--- src/aqp_pkg.sv ---
package aqp_pkg;

  // ----------------------------------------------------------------
  // Clock and measurement constants
  // ----------------------------------------------------------------

  // System clock rate in hertz.
  localparam longint unsigned CLK_HZ = 64'd25_000_000;
  // Width of the absolute position word, counted in 0.1 um units.
  localparam int POS_W = 32;
  // Measurement bandwidth in hertz.
  localparam longint unsigned BW_HZ = 64'd100;
  // Two pi scaled by one thousand, for the filter time constant.
  localparam longint unsigned TWO_PI_MILLI = 64'd6283;
  // Filter gain is one over two to this power per update.
  localparam int FILT_SHIFT = 4;
  // Fraction bits carried by the filter accumulator.
  localparam int FILT_FRAC = 8;
  // Cycles between filter updates, set so the corner sits at the bandwidth.
  localparam int unsigned FILT_TICK_CYC =
    32'((CLK_HZ * 64'd1000) / (TWO_PI_MILLI * BW_HZ * (64'd1 << FILT_SHIFT)));

  // ----------------------------------------------------------------
  // Output rate constants
  // ----------------------------------------------------------------

  // Default ceiling of the output signal frequency in kilohertz.
  localparam int unsigned FMAX_KHZ_DEF = 100;
  // Default resolution as a multiple of 0.1 um.
  localparam int unsigned RES_TENTHS_DEF = 1;
  // Count edges that make one full output period.
  localparam longint unsigned EDGES_PER_PERIOD = 64'd4;

  // Least cycles between two count edges, rounded up so the cap holds.
  function automatic int unsigned edge_gap_cyc(input int unsigned fmax_khz);
    longint unsigned edge_hz;
    edge_hz = EDGES_PER_PERIOD * longint'(fmax_khz) * 64'd1000;
    return 32'((CLK_HZ + edge_hz - 64'd1) / edge_hz);
  endfunction

  // ----------------------------------------------------------------
  // Types
  // ----------------------------------------------------------------

  // Quadrature phase, one-hot, named by the levels of in-phase and quadrature.
  typedef enum logic [3:0] {
    PH_00 = 4'h1,
    PH_10 = 4'h2,
    PH_11 = 4'h4,
    PH_01 = 4'h8
  } aqp_phase_e;

  // One position sample from the sensor front end.
  typedef struct packed {
    logic valid;
    logic in_range;
    logic signed [POS_W-1:0] pos;
  } aqp_sample_s;

  // The four count lines.
  typedef struct packed {
    logic a;
    logic a_n;
    logic b;
    logic b_n;
  } aqp_quad_s;

  // Line levels while idle and in reset.
  localparam aqp_quad_s QUAD_RST = '{a: 1'b0, a_n: 1'b1, b: 1'b0, b_n: 1'b1};

endpackage

--- src/aqp_top.sv ---
`timescale 1ns/100ps
module aqp_top
  #(
  parameter int unsigned FMAX_KHZ = aqp_pkg::FMAX_KHZ_DEF,
  parameter int unsigned RES_TENTHS = aqp_pkg::RES_TENTHS_DEF,
  parameter int unsigned FILT_TICK = aqp_pkg::FILT_TICK_CYC
  )
  (
  input wire logic clk_sys,
  input wire logic rst_n,
  input wire aqp_pkg::aqp_sample_s smp,
  input wire logic abs_mode,
  output aqp_pkg::aqp_quad_s quad,
  output logic lagging
  );
  import aqp_pkg::*;

  // ----------------------------------------------------------------
  // Configuration checks
  // ----------------------------------------------------------------

  // Least cycles between two count edges at the chosen ceiling.
  localparam int unsigned GAP_CYC = edge_gap_cyc(FMAX_KHZ);
  // Position in steps needs one bit more than the raw word.
  localparam int STEP_W = POS_W + 1;

  // Only the factory ceilings are accepted.
  if (!(FMAX_KHZ inside {50, 100, 125, 250, 360, 500}))
  begin : g_bad_fmax
    $error("unsupported maximum output frequency");
  end

  // Only the factory resolutions are accepted.
  if (!(RES_TENTHS inside {1, 2, 5}))
  begin : g_bad_res
    $error("unsupported resolution");
  end

  // A zero update interval would stall the low pass for good.
  if (FILT_TICK < 1)
  begin : g_bad_filt_tick
    $error("filter update interval must be at least one cycle");
  end

  // A zero edge gap would wrap the pacer load to all ones and hold edges back for good.
  if (GAP_CYC < 1)
  begin : g_bad_gap_cyc
    $error("edge gap must be at least one cycle");
  end

  // ----------------------------------------------------------------
  // Helpers
  // ----------------------------------------------------------------

  // Converts a position in 0.1 um units to whole resolution steps.
  function automatic logic signed [STEP_W-1:0] to_steps(input logic signed [POS_W-1:0] pos);
    logic signed [STEP_W-1:0] wide;
    wide = {pos[POS_W-1], pos};
    return wide / $signed(STEP_W'(RES_TENTHS));
  endfunction

  // Advances the quadrature phase by one edge in the given direction.
  function automatic aqp_phase_e next_phase(input aqp_phase_e ph, input logic fwd);
    aqp_phase_e nxt;
    nxt = PH_00;
    case (ph)
      PH_00: nxt = fwd ? PH_10 : PH_01;
      PH_10: nxt = fwd ? PH_11 : PH_00;
      PH_11: nxt = fwd ? PH_01 : PH_10;
      PH_01: nxt = fwd ? PH_00 : PH_11;
      default: nxt = PH_00;
    endcase
    return nxt;
  endfunction

  // ----------------------------------------------------------------
  // Signals
  // ----------------------------------------------------------------

  // Measurement path.
  logic signed [POS_W-1:0] filt_pos;
  logic filt_valid;
  logic signed [STEP_W-1:0] target;
  logic in_range_ff;

  // Emitted count and backlog.
  logic signed [STEP_W-1:0] emitted_ff;
  logic signed [STEP_W-1:0] nxt_emitted;
  logic signed [STEP_W:0] backlog;
  logic seeded_ff;

  // Edge pacing.
  logic pace_ready;
  logic step_go;
  logic step_fwd;

  // Quadrature sequencer.
  aqp_phase_e phase_ff;
  aqp_phase_e nxt_phase;
  aqp_quad_s quad_ff;
  aqp_quad_s nxt_quad;

  // Status.
  logic lagging_ff;
  logic nxt_lagging;

  // ----------------------------------------------------------------
  // Measurement path
  // ----------------------------------------------------------------

  // Low pass on the absolute position so fast motion above the corner is dropped.
  aqp_bw_filter #(
    .TICK_CYC(FILT_TICK)
  ) u_filter (
    .clk_sys(clk_sys),
    .rst_n(rst_n),
    .smp(smp),
    .filt_pos(filt_pos),
    .filt_valid(filt_valid)
  );

  // Target edge count from the filtered absolute position.
  assign target = to_steps(filt_pos);

  // Range flag follows each sample; outside it the lines are frozen.
  always_ff @(posedge clk_sys or negedge rst_n)
  begin
    if (!rst_n)
      in_range_ff <= 1'b0;
    else if (smp.valid)
      in_range_ff <= smp.in_range;
  end

  // ----------------------------------------------------------------
  // Start-up and emitted count
  // ----------------------------------------------------------------

  // Difference between where the probe is and what the receiver has seen.
  assign backlog = {target[STEP_W-1], target} - {emitted_ff[STEP_W-1], emitted_ff};

  // Positive backlog means inward motion.
  assign step_fwd = !backlog[STEP_W];

  // An edge goes out when started, in range, paced and behind the target.
  // Below the cap every new step leaves at once, so the edge rate follows
  // the probe speed; above it the pacer holds the rest back as backlog.
  assign step_go = seeded_ff && in_range_ff && pace_ready && (backlog != '0);

  // Start flag, set by the first filtered sample after reset.
  always_ff @(posedge clk_sys or negedge rst_n)
  begin
    if (!rst_n)
      seeded_ff <= 1'b0;
    else if (filt_valid)
      seeded_ff <= 1'b1;
  end

  // The emitted count starts from zero in absolute mode and from the
  // power-on position in incremental mode, so the latter sends nothing at start-up.
  always_comb
  begin
    nxt_emitted = emitted_ff;
    if (!seeded_ff)
    begin
      if (filt_valid)
        nxt_emitted = abs_mode ? '0 : target;
    end
    else if (step_go)
    begin
      // One edge moves the count by one step, so nothing is ever dropped.
      if (step_fwd)
        nxt_emitted = emitted_ff + STEP_W'(1);
      else
        nxt_emitted = emitted_ff - STEP_W'(1);
    end
  end

  // Emitted count register.
  always_ff @(posedge clk_sys or negedge rst_n)
  begin
    if (!rst_n)
      emitted_ff <= '0;
    else
      emitted_ff <= nxt_emitted;
  end

  // ----------------------------------------------------------------
  // Edge pacing
  // ----------------------------------------------------------------

  // Equal edge spacing at the cap keeps both lines on one common period.
  aqp_edge_pacer #(
    .GAP_CYC(GAP_CYC)
  ) u_pacer (
    .clk_sys(clk_sys),
    .rst_n(rst_n),
    .fire(step_go),
    .ready(pace_ready)
  );

  // ----------------------------------------------------------------
  // Quadrature sequencer
  // ----------------------------------------------------------------

  // Phase walks forward for inward motion and backward for outward motion.
  always_comb
  begin
    nxt_phase = phase_ff;
    if (step_go)
      nxt_phase = next_phase(phase_ff, step_fwd);
  end

  // Phase register; reset leaves both lines low.
  always_ff @(posedge clk_sys or negedge rst_n)
  begin
    if (!rst_n)
      phase_ff <= PH_00;
    else
      phase_ff <= nxt_phase;
  end

  // Line levels decoded from the phase; for inward motion the quadrature line trails by a quarter period.
  always_comb
  begin
    nxt_quad = QUAD_RST;
    case (phase_ff)
      PH_00:
      begin
        nxt_quad.a = 1'b0;
        nxt_quad.b = 1'b0;
      end
      PH_10:
      begin
        nxt_quad.a = 1'b1;
        nxt_quad.b = 1'b0;
      end
      PH_11:
      begin
        nxt_quad.a = 1'b1;
        nxt_quad.b = 1'b1;
      end
      PH_01:
      begin
        nxt_quad.a = 1'b0;
        nxt_quad.b = 1'b1;
      end
      default:
      begin
        nxt_quad.a = 1'b0;
        nxt_quad.b = 1'b0;
      end
    endcase
    nxt_quad.a_n = ~nxt_quad.a;
    nxt_quad.b_n = ~nxt_quad.b;
  end

  // The lines are registered so no decode glitch reaches the cable.
  always_ff @(posedge clk_sys or negedge rst_n)
  begin
    if (!rst_n)
      quad_ff <= QUAD_RST;
    else
      quad_ff <= nxt_quad;
  end

  // ----------------------------------------------------------------
  // Status
  // ----------------------------------------------------------------

  // Counts are owed once started and while behind the target.
  assign nxt_lagging = seeded_ff && (backlog != '0);

  // Raised while counts are still owed to the receiver.
  always_ff @(posedge clk_sys or negedge rst_n)
  begin
    if (!rst_n)
      lagging_ff <= 1'b0;
    else
      lagging_ff <= nxt_lagging;
  end

  // Outputs; there is deliberately no index line.
  assign quad = quad_ff;
  assign lagging = lagging_ff;

endmodule

--- src/aqp_bw_filter.sv ---
`timescale 1ns/100ps
module aqp_bw_filter
  #(
  parameter int unsigned TICK_CYC = aqp_pkg::FILT_TICK_CYC
  )
  (
  input wire logic clk_sys,
  input wire logic rst_n,
  input wire aqp_pkg::aqp_sample_s smp,
  output logic signed [aqp_pkg::POS_W-1:0] filt_pos,
  output logic filt_valid
  );
  import aqp_pkg::*;

  localparam int ACC_W = POS_W + FILT_FRAC;

  logic signed [ACC_W-1:0] acc_ff;
  logic signed [POS_W-1:0] hold_ff;
  logic [31:0] tick_cnt_ff;
  logic seeded_ff;
  logic tick;
  logic signed [ACC_W:0] diff;
  logic signed [ACC_W:0] rounded;

  if (TICK_CYC < 1) begin : g_bad_tick
    $error("filter update interval must be at least one cycle");
  end

  // Update strobe for the first order low pass.
  assign tick = (tick_cnt_ff == 32'h0000_0000);

  always_ff @(posedge clk_sys or negedge rst_n)
  begin
    if (!rst_n)
      tick_cnt_ff <= 32'h0000_0000;
    else if (tick)
      tick_cnt_ff <= TICK_CYC - 1;
    else
      tick_cnt_ff <= tick_cnt_ff - 32'h0000_0001;
  end

  // The newest sample is held until the next filter update.
  always_ff @(posedge clk_sys or negedge rst_n)
  begin
    if (!rst_n)
      hold_ff <= '0;
    else if (smp.valid)
      hold_ff <= smp.pos;
  end

  // Step toward the held sample; the accumulator is seeded by the first sample.
  assign diff = {hold_ff[POS_W-1], hold_ff, {FILT_FRAC{1'b0}}} - {acc_ff[ACC_W-1], acc_ff};

  always_ff @(posedge clk_sys or negedge rst_n)
  begin
    if (!rst_n)
    begin
      acc_ff <= '0;
      seeded_ff <= 1'b0;
    end
    else if (!seeded_ff)
    begin
      if (smp.valid)
      begin
        acc_ff <= {smp.pos, {FILT_FRAC{1'b0}}};
        seeded_ff <= 1'b1;
      end
    end
    else if (tick)
      acc_ff <= acc_ff + ACC_W'(diff >>> FILT_SHIFT);
  end

  // Round to whole position units for the output.
  assign rounded = {acc_ff[ACC_W-1], acc_ff} + (ACC_W+1)'(1 << (FILT_FRAC - 1));

  always_ff @(posedge clk_sys or negedge rst_n)
  begin
    if (!rst_n)
    begin
      filt_pos <= '0;
      filt_valid <= 1'b0;
    end
    else
    begin
      filt_pos <= rounded[FILT_FRAC +: POS_W];
      filt_valid <= seeded_ff;
    end
  end

endmodule

--- src/aqp_edge_pacer.sv ---
`timescale 1ns/100ps
module aqp_edge_pacer
  #(
  parameter int unsigned GAP_CYC = 1
  )
  (
  input wire logic clk_sys,
  input wire logic rst_n,
  input wire logic fire,
  output logic ready
  );

  logic [31:0] gap_cnt_ff;

  if (GAP_CYC < 1) begin : g_bad_gap
    $error("edge gap must be at least one cycle");
  end

  // A fired edge blocks the next one for GAP_CYC cycles.
  always_ff @(posedge clk_sys or negedge rst_n)
  begin
    if (!rst_n)
      gap_cnt_ff <= 32'h0000_0000;
    else if (fire)
      gap_cnt_ff <= GAP_CYC - 1;
    else if (gap_cnt_ff != 32'h0000_0000)
      gap_cnt_ff <= gap_cnt_ff - 32'h0000_0001;
  end

  // Ready once the gap has run out.
  assign ready = (gap_cnt_ff == 32'h0000_0000);

endmodule

--- config.mk ---
export PLATFORM = sky130hd
export DESIGN_NAME = aqp_top
export DESIGN_NICKNAME = d
export VERILOG_FILES = /design/src/aqp_pkg.sv /design/src/aqp_top.sv /design/src/aqp_bw_filter.sv /design/src/aqp_edge_pacer.sv
export SDC_FILE = /design/constraint.sdc
export NUM_CORES = 1
export LEC_CHECK = 0
export ABC_CLOCK_PERIOD_IN_PS = 6300
export BUFFER_PORTS_ARGS = -buffer_cell sky130_fd_sc_hd__buf_2
export CORE_MARGIN = 1
export CORE_UTILIZATION = 45
export CTS_CLUSTER_DIAMETER = 40
export DETAILED_ROUTE_END_ITERATION = 8
export PLACE_DENSITY = 0.58
export SLEW_MARGIN = 10
export SYNTH_ARGS = -nofsm -noshare
export SYNTH_HDL_FRONTEND = slang
export SYNTH_SLANG_ARGS = --single-unit
--- constraint.sdc ---
create_clock -name clk_sys -period 6.3 [get_ports clk_sys]
set_input_delay 0.315 -clock clk_sys [delete_from_list [all_inputs] [get_ports clk_sys]]
set_output_delay 0.315 -clock clk_sys [all_outputs]
set_load 0.05 [all_outputs]
==> metrics.txt, run 1 <==
vias in the first global route ~14000; max layer used met5; type of destination of the critical path flop; number of enable flip-flop cells after synthesis 0; clock buffer count from CTS 45; remaining antenna violation count after routing 0; Met1 Routed Length ~22 mm; fill cell count between 3000 and 4000; cells after synthesis approximately 1900; Final Worst Setup Slack ~0.30 ns; clock tree root buffer cell sky130_fd_sc_hd__clkbuf_16; data required time of the worst path 6.73 ns; Reg2Reg Launch Point emitted_ff[1]; mean area per synthesized cell slightly below 9 µm²; Main synth FF type sky130_fd_sc_hd__dfrtp_1; Critical Path Max Stage Delay 0.51 ns; Commonest cells post-synth sky130_fd_sc_hd__dfrtp_1, sky130_fd_sc_hd__nor2_1, sky130_fd_sc_hd__a21oi_1; synthesized flop and latch total 214; DP Worst Slack approximately 0.17 ns; Core Area between 30000 and 40000 µm²; final wirelength about 47 mm; number of search-and-repair iterations in the first detailed-routing pass 7; Starting Density 0.456; Die Ht ~190 µm; Detail Route met2 WL 20.7 mm; met3 layer wire length in the routed design around 2.5 mm; worst-case clock buffer depth 3; Area Growth Syn to Fin 16.1%; Setup CP Type reg -> reg; Register-to-Register Setup Slack 0.30 ns; count of cells along the worst register-to-register path 21; sequential element share of the synthesized area 0.322; critical path launch point emitted_ff[1]; power density over the cells roughly 650 nW/µm²; total half-perimeter wirelength after legalization and detailed placement ~34 mm; dominant cell by count in the synthesized netlist sky130_fd_sc_hd__dfrtp_1; CTS tree done; diode insertion count for antenna repair 0; layout cells sized above 1 0.110; net count of the mapped netlist 2081; clock net sink count between 200 and 250; nets@finish between 2000 and 2500; number of distinct library cells after synthesis 84; violation count after the first detailed-routing iteration between 900 and 1000; complex-gate fraction of the synthesized area 0.206; Final Hold Viols 0; top-level port count 42; Tightest Pin Transition about 1.2 ns; biggest fanout along the worst timing path 18; Max Freq roughly 170 MHz; portion of netlist area occupied by mux cells 0.0498; largest net degree at the start of global routing approximately 120; combinational family with the most area after synthesis compound AO/OA/AOI/OAI gates; final period demand of the worst path between 5 and 6 ns; floorplan die width 194 µm; setup-violating endpoint count in the final report 0; reported max-cap violation count 0; first-pass GRT wire length around 76 mm; share of the cycle needed by the critical path after routing 0.952; capture point of the critical path emitted_ff[31]; Post-route DRC 0; setup repair after global routing missed its margin false; Max transition margin 0.197; min-delay worst type in -> reg; area of the mapped netlist between 15000 and 20000 µm²; Area contributors post-synth sky130_fd_sc_hd__dfrtp_1, sky130_fd_sc_hd__ha_1, sky130_fd_sc_hd__xnor2_1, sky130_fd_sc_hd__a21oi_1, sky130_fd_sc_hd__nor2_1; initial antenna violation count 2; critical-path cell with the highest stage delay sky130_fd_sc_hd__mux2_2; total number of vias about 15000; setup_tns 0 ns; Yosys top cell area share 0.317; vias per std cell ~5.9; data arrival time of the critical path ~6.4 ns; Slew Limit Fails 0; Clock H-tree levels 2; row count 70; startpoint class of the critical path flop; Worst R2R End emitted_ff[31]; run status completed; GRT Resource Usage Total 0.249; Clock Latency Late Sink 0.56 ns; clk slew on worst S/H paths 0.05 ns; critical-path cell list inv_1, ha_1, nor2b_1, o31a_1, o41ai_4, o21a_1, o41ai_2, a21oi_1, mux2_2, ha_1, and3_1, a221o_1, a21oi_1, a31oi_1, a32o_1, o41ai_2, o21ai_0, nand2_1, nor4b_1, or4_1, mux2_1; number of warnings reported in the yosys synthesis log 0; quantity of I/O buffers inserted on ports 41; XOR/XNOR Fraction of Synth Area 0.0899; fraction of registers with async set/reset 1.00; DR WL/cell approximately 19 µm; simple-gate share of the synthesized area 0.185; adder and majority cell fraction of the synthesized area 0.108; routability-driven placement congestion ratio slightly above 1; area leader, netlist sky130_fd_sc_hd__dfrtp_1; grt total ovfl 0; area of the die roughly 38000 µm²; Max IR drop VDD around 0.29 mV; Leakage between 0.008 and 0.009 µW; clock skew after layout ~0.023 ns
[sequential cells by signal, summed over array words and instances, names as in the netlist]
signal                cells
u_filter.filt_valid       1
u_filter.seeded_ff        1
u_filter.tick_cnt_ff     32
lagging                   1
in_range_ff               1
u_pacer.gap_cnt_ff       32
u_filter.hold_ff         32
quad                      4
phase_ff                  4
emitted_ff               33
seeded_ff                 1
u_filter.filt_pos        32
u_filter.acc_ff          40
[placed cells by master (no fill, tap or decap), drive strengths merged, types with 8 or more instances in the layout]
cell type	n
a21o	53
o21a	25
nand2b	27
nand3b	9
nand2	131
nand4	34
mux2	40
xor2	55
a21oi	144
a31oi	12
clkinv	10
clkbuf	52
xnor2	116
nor3	61
or2	10
o31ai	9
bufinv	8
a22oi	23
o21ai	88
mux2i	38
o211ai	16
nor2b	19
inv	126
dlygate4sd3	21
dfrtp	211
o22ai	34
ha	139
nor4	28
or4	8
buf	71
nor2	147
and3	20
a211oi	14
nand3	54
or3	15
and2	21
o21bai	13
[worst max-delay path, delay by kind of cell, from the launching register on]
kind | cells | cell delay, ns
multiplexers | 2 | 0.81
buffers and inverters | 1 | 0.14
flip-flops | 1 | 0.42
adder cells (fa/ha/maj) | 2 | 0.62
AO/OA/AOI/OAI | 11 | 2.83
AND/OR/NAND/NOR | 5 | 1.04
[routing by layer]
metal,up-vias,track usage
li1,7177,-
met1,7056,0.353
met3,65,0.0425
met2,345,0.389
met5,-,0
met4,2,0.0700
[per-stage QoR]
| step | total power, µW | hold slack, ns | cell area (µm²) | util | cells |
|---|---|---|---|---|---|
| 2_1_floorplan | 7940 | 0.0194 | 16700 | - | 1902 |
| 3_3_place_gp | 9740 | 0.448 | 17500 | 0.479 | 2390 |
| 3_5_place_dp | 9800 | 0.453 | 17500 | 0.479 | 2390 |
| 4_1_cts | 12500 | 0.00142 | 19300 | 0.530 | 2494 |
| 5_1_grt | 13600 | 0.0125 | 19400 | 0.530 | 2494 |
| 6_report | 12600 | 0.0264 | 19400 | 0.530 | 2494 |
[cell type report]
cell class                 count  area [µm²]  share of cell area
tap                          468         586              0.0302
sequential                   214        5360               0.277
clock buffer                  52        1220              0.0633
clock inverter                31         420              0.0217
inverter                     118         443              0.0229
timing repair buffer          92         651              0.0336
multi-input combinational   1519       10700               0.551
[how the worst min path moves through the flow]
stage	startpoint	endpoint	cells past startpoint
final	smp[13]	u_filter.hold_ff[13]	2
after global routing	smp[7]	u_filter.hold_ff[7]	2
after CTS	smp[7]	u_filter.hold_ff[7]	2
after detailed placement	u_pacer.gap_cnt_ff[23]	u_pacer.gap_cnt_ff[23]	1
after global placement	u_pacer.gap_cnt_ff[23]	u_pacer.gap_cnt_ff[23]	1
after floorplan	rst_n	emitted_ff[0]	0
[cells by family (layout without fill, tap and decap cells)]
family / count (synthesis) / after routing
compound gates: 517 / 517
xor+xnor: 171 / 171
fa+ha+maj: 142 / 142
buf+inv: 169 / 293
flops: 214 / 214
mux: 78 / 78
simple gates: 611 / 611
[timing repair]
| item | CTS | global route |
|---|---|---|
| resized for setup | 0 | 3 |
| hold endpoints to repair | 133 | 0 |
| hold buffers | 21 | 0 |
| buffers inserted | 0 | 0 |
| setup endpoints to repair | 0 | 3 |
[power breakdown]
| part | internal, µW | total (µW) | switching [µW] |
|---|---|---|---|
| sequential | 1680 | 1970 | 291 |
| clock | 1730 | 2570 | 836 |
| combinational | 3420 | 8030 | 4620 |
| total | 6830 | 12600 | 5740 |
Power figures use the tool's default switching activity.
==> run 2: changes to the inputs <==
ABC_AREA = 1   (was not set)
CORE_UTILIZATION = 64   (was 45)
PLACE_DENSITY = 0.78   (was 0.58)
==> run 2 against run 1 <==
The run now ends with negative hold slack left. Critical path type unchanged. Non-clock buffer count is 37 lower. Worst hold slack worse by 0.029 ns. Wire length is 37% higher.
==> metrics.txt, run 2 <==
critical path launch point u_filter.acc_ff[2]; floorplan die width roughly 180 µm; area of the mapped netlist 19300 µm²; vias per std cell approximately 6.0; Critical Path Max Stage Delay 0.60 ns; data arrival time of the critical path 5.70 ns; most flop-heavy register u_filter.acc_ff; min-delay worst type in -> reg; layout cells sized above 1 0.0514; biggest registers after layout u_filter.acc_ff: 40 flops, emitted_ff: 33 flops; GR Layer Usage met2 0.697; DR WL/cell between 15 and 20 µm; capture endpoint of the worst hold path u_filter.hold_ff[29]; number of search-and-repair iterations in the first detailed-routing pass 8; Register-to-Register Setup Slack around 1 ns; clock tree root buffer cell sky130_fd_sc_hd__clkbuf_16; vias in the first global route between 20000 and 25000; area leader, netlist sky130_fd_sc_hd__dfrtp_1; routability-driven placement congestion ratio about 1.0; count of cells along the worst register-to-register path 21; Core Area a little under 30000 µm²; Die Ht between 150 and 200 µm; fill cell count about 2400; Area Growth Syn to Fin 10.3%; FF/Latch Area approximately 5400 µm²; max FFs per register 40; post-CTS setup-driven buffer insertion count 0; Setup CP Type reg -> reg; final period demand of the worst path approximately 5.3 ns; core occupancy in the finished layout 0.718; area of the die slightly above 30000 µm²; fraction of registers with async set/reset 1.00; initial antenna violation count 1; CTS tree done; critical-path cell list nor2_1, nand3_1, nor2_1, nand2_1, nor2_2, nand3_1, nand2_1, xor2_1, ha_1, nand2_1, nor2_1, nor2_1, nand2_1, a21boi_0, o21ai_0, nand2_1, nand2_1, nand2_1, a21oi_1, o21ai_1, o21ai_0; critical-path cell with the highest stage delay sky130_fd_sc_hd__a21boi_0; leading cell types in the layout, fill and taps excluded sky130_fd_sc_hd__nand2_1, sky130_fd_sc_hd__inv_1, sky130_fd_sc_hd__nor2_1, sky130_fd_sc_hd__dfrtp_1, sky130_fd_sc_hd__o21ai_0; setup_tns 0 ns; Max Freq 189 MHz; clock net sink count between 200 and 250; share of the cycle needed by the critical path after routing 0.841; net count of the mapped netlist approximately 3200; cells after synthesis 2972; Main synth FF type sky130_fd_sc_hd__dfrtp_1; Commonest cells post-synth sky130_fd_sc_hd__nand2_1, sky130_fd_sc_hd__inv_1, sky130_fd_sc_hd__nor2_1; most prevalent standard cell on the critical path sky130_fd_sc_hd__nand2_1; number of warnings reported in the yosys synthesis log 0; final wirelength between 60 and 70 mm; startpoint class of the critical path flop; type of destination of the critical path flop; number of distinct library cells after synthesis 54; setup-violating endpoint count in the final report 0; number of enable flip-flop cells after synthesis 0; worst hold margin -0.00255 ns; setup repair after global routing missed its margin false; Tightest Pin Transition 1.10 ns; Clock H-tree levels 2; clock buffer count from CTS 38; row count 63; violation count after the first detailed-routing iteration 2214; Area contributors post-synth sky130_fd_sc_hd__dfrtp_1, sky130_fd_sc_hd__nand2_1, sky130_fd_sc_hd__inv_1, sky130_fd_sc_hd__ha_1, sky130_fd_sc_hd__nor2_1; data required time of the worst path roughly 6.7 ns; biggest fanout along the worst timing path 6; clk slew on worst S/H paths about 0.060 ns; multi-input combinational cell area around 12000 µm²; remaining antenna violation count after routing 0; Final Hold Viols 1; leading cell type in the layout, fill and taps excluded sky130_fd_sc_hd__nand2_1; run status complete, but fails checks; clock skew after layout roughly 0.017 ns; failing checks negative hold slack; sequential element share of the synthesized area 0.277; worst-case clock buffer depth 3; Yosys top cell area share 0.273; mean area per synthesized cell 6.51 µm²; largest net degree at the start of global routing 88; worst hold path stage count 3; top-level port count 42; Clock Latency Late Sink between 0.5 and 0.6 ns; Reg2Reg Launch Point u_filter.acc_ff[2]; Worst R2R End u_filter.acc_ff[31]; Post-route DRC 0; met3 usage 0.0558; grt total ovfl 0; total half-perimeter wirelength after legalization and detailed placement about 48 mm; GRT Resource Usage Total 0.411; grt peak-use layer met2; GR Layer Usage met1 0.497; synthesized flop and latch total around 210; number of buffers added to fix hold violations after cts 4; Slew Limit Fails 0; Starting Density 0.651; first-pass GRT wire length ~100 mm; total number of vias roughly 21000; worst hold start smp[29]; Max transition margin 0.267; number of cells upsized or downsized after cts 0; nets@finish roughly 3200; dominant cell by count in the synthesized netlist sky130_fd_sc_hd__nand2_1; quantity of I/O buffers inserted on ports ~40; reported max-cap violation count 0
[run 2: cell types whose count changed after synthesis, sizes merged, moves of 36 or more]
cell,previous run,this run
xnor2,116,33
nor2,147,346
o21ai,88,203
nand2,131,796
mux2i,38,0
nand3,54,172
xor2,55,110
inv,118,468
a21o,53,17
[run 2: routing by layer]
layer  vias up  part of all wire
met4         0             0.064
met5         -                 0
met3       283             0.073
li1       9756                 -
met1      9461              0.39
met2      1084              0.47
[run 2: critical path, delay by kind of cell (launching register included)]
kind,cells,cell delay (ns)
and+or+nand+nor,14,2.77
AOI/OAI and AO/OA,5,1.43
DFF,1,0.43
adders and majority gates,1,0.31
xor gates and xnor gates,1,0.22
[run 2: kinds of logic (layout without fill, tap and decap cells)]
family,Yosys count,count (layout),synth area share
other,0,1,0
DFF,214,214,0.277
xor gates and xnor gates,143,143,0.0648
buffers and inverters,509,592,0.101
AOI/OAI and AO/OA,497,497,0.144
adders and majority gates,142,142,0.0931
muxes,5,5,0.00291
and+or+nand+nor,1462,1462,0.317
[run 2: metrics by stage]
| stage | std cells | instance area (µm²) | hold slack [ns] | setup WS (ns) |
|---|---|---|---|---|
| floorplan | 2972 | 19300 | 0.0194 | 2.26 |
| global placement | 3371 | 19900 | 0.324 | 1.45 |
| CTS | 3444 | 21300 | 0.000212 | 1.32 |
| finish | 3446 | 21300 | -0.00255 | 0.999 |
| global route | 3445 | 21300 | 0.0349 | 0.911 |
| detailed placement | 3371 | 19900 | 0.332 | 1.38 |
[run 2: how the worst max path moves through the flow]
| stage | endpoint | slack (ns) | cells past startpoint |
|---|---|---|---|
| 2_1_floorplan | emitted_ff[20] | 2.26 | 25 |
| 3_3_place_gp | u_filter.acc_ff[33] | 1.45 | 24 |
| 3_5_place_dp | u_filter.acc_ff[31] | 1.38 | 21 |
| 4_1_cts | u_filter.acc_ff[31] | 1.32 | 21 |
| 5_1_grt | emitted_ff[22] | 0.91 | 29 |
| 6_report | u_filter.acc_ff[31] | 1.0 | 21 |
[run 2: final cells by class]
| type | instances | area share |
|---|---|---|
| inverters | 468 | 0.0824 |
| clock inverters | 26 | 0.0158 |
| clock buffers | 43 | 0.0469 |
| diodes | 1 | 0.000117 |
| well taps | 390 | 0.0229 |
| multi-input cells | 2249 | 0.564 |
| flip-flops and latches | 214 | 0.251 |
| repair buffers | 55 | 0.0164 |
Power of run 2 is left out: the tool's default activity adds up to more than one toggle a clock period on the data nets, which glitch-free logic cannot reach.
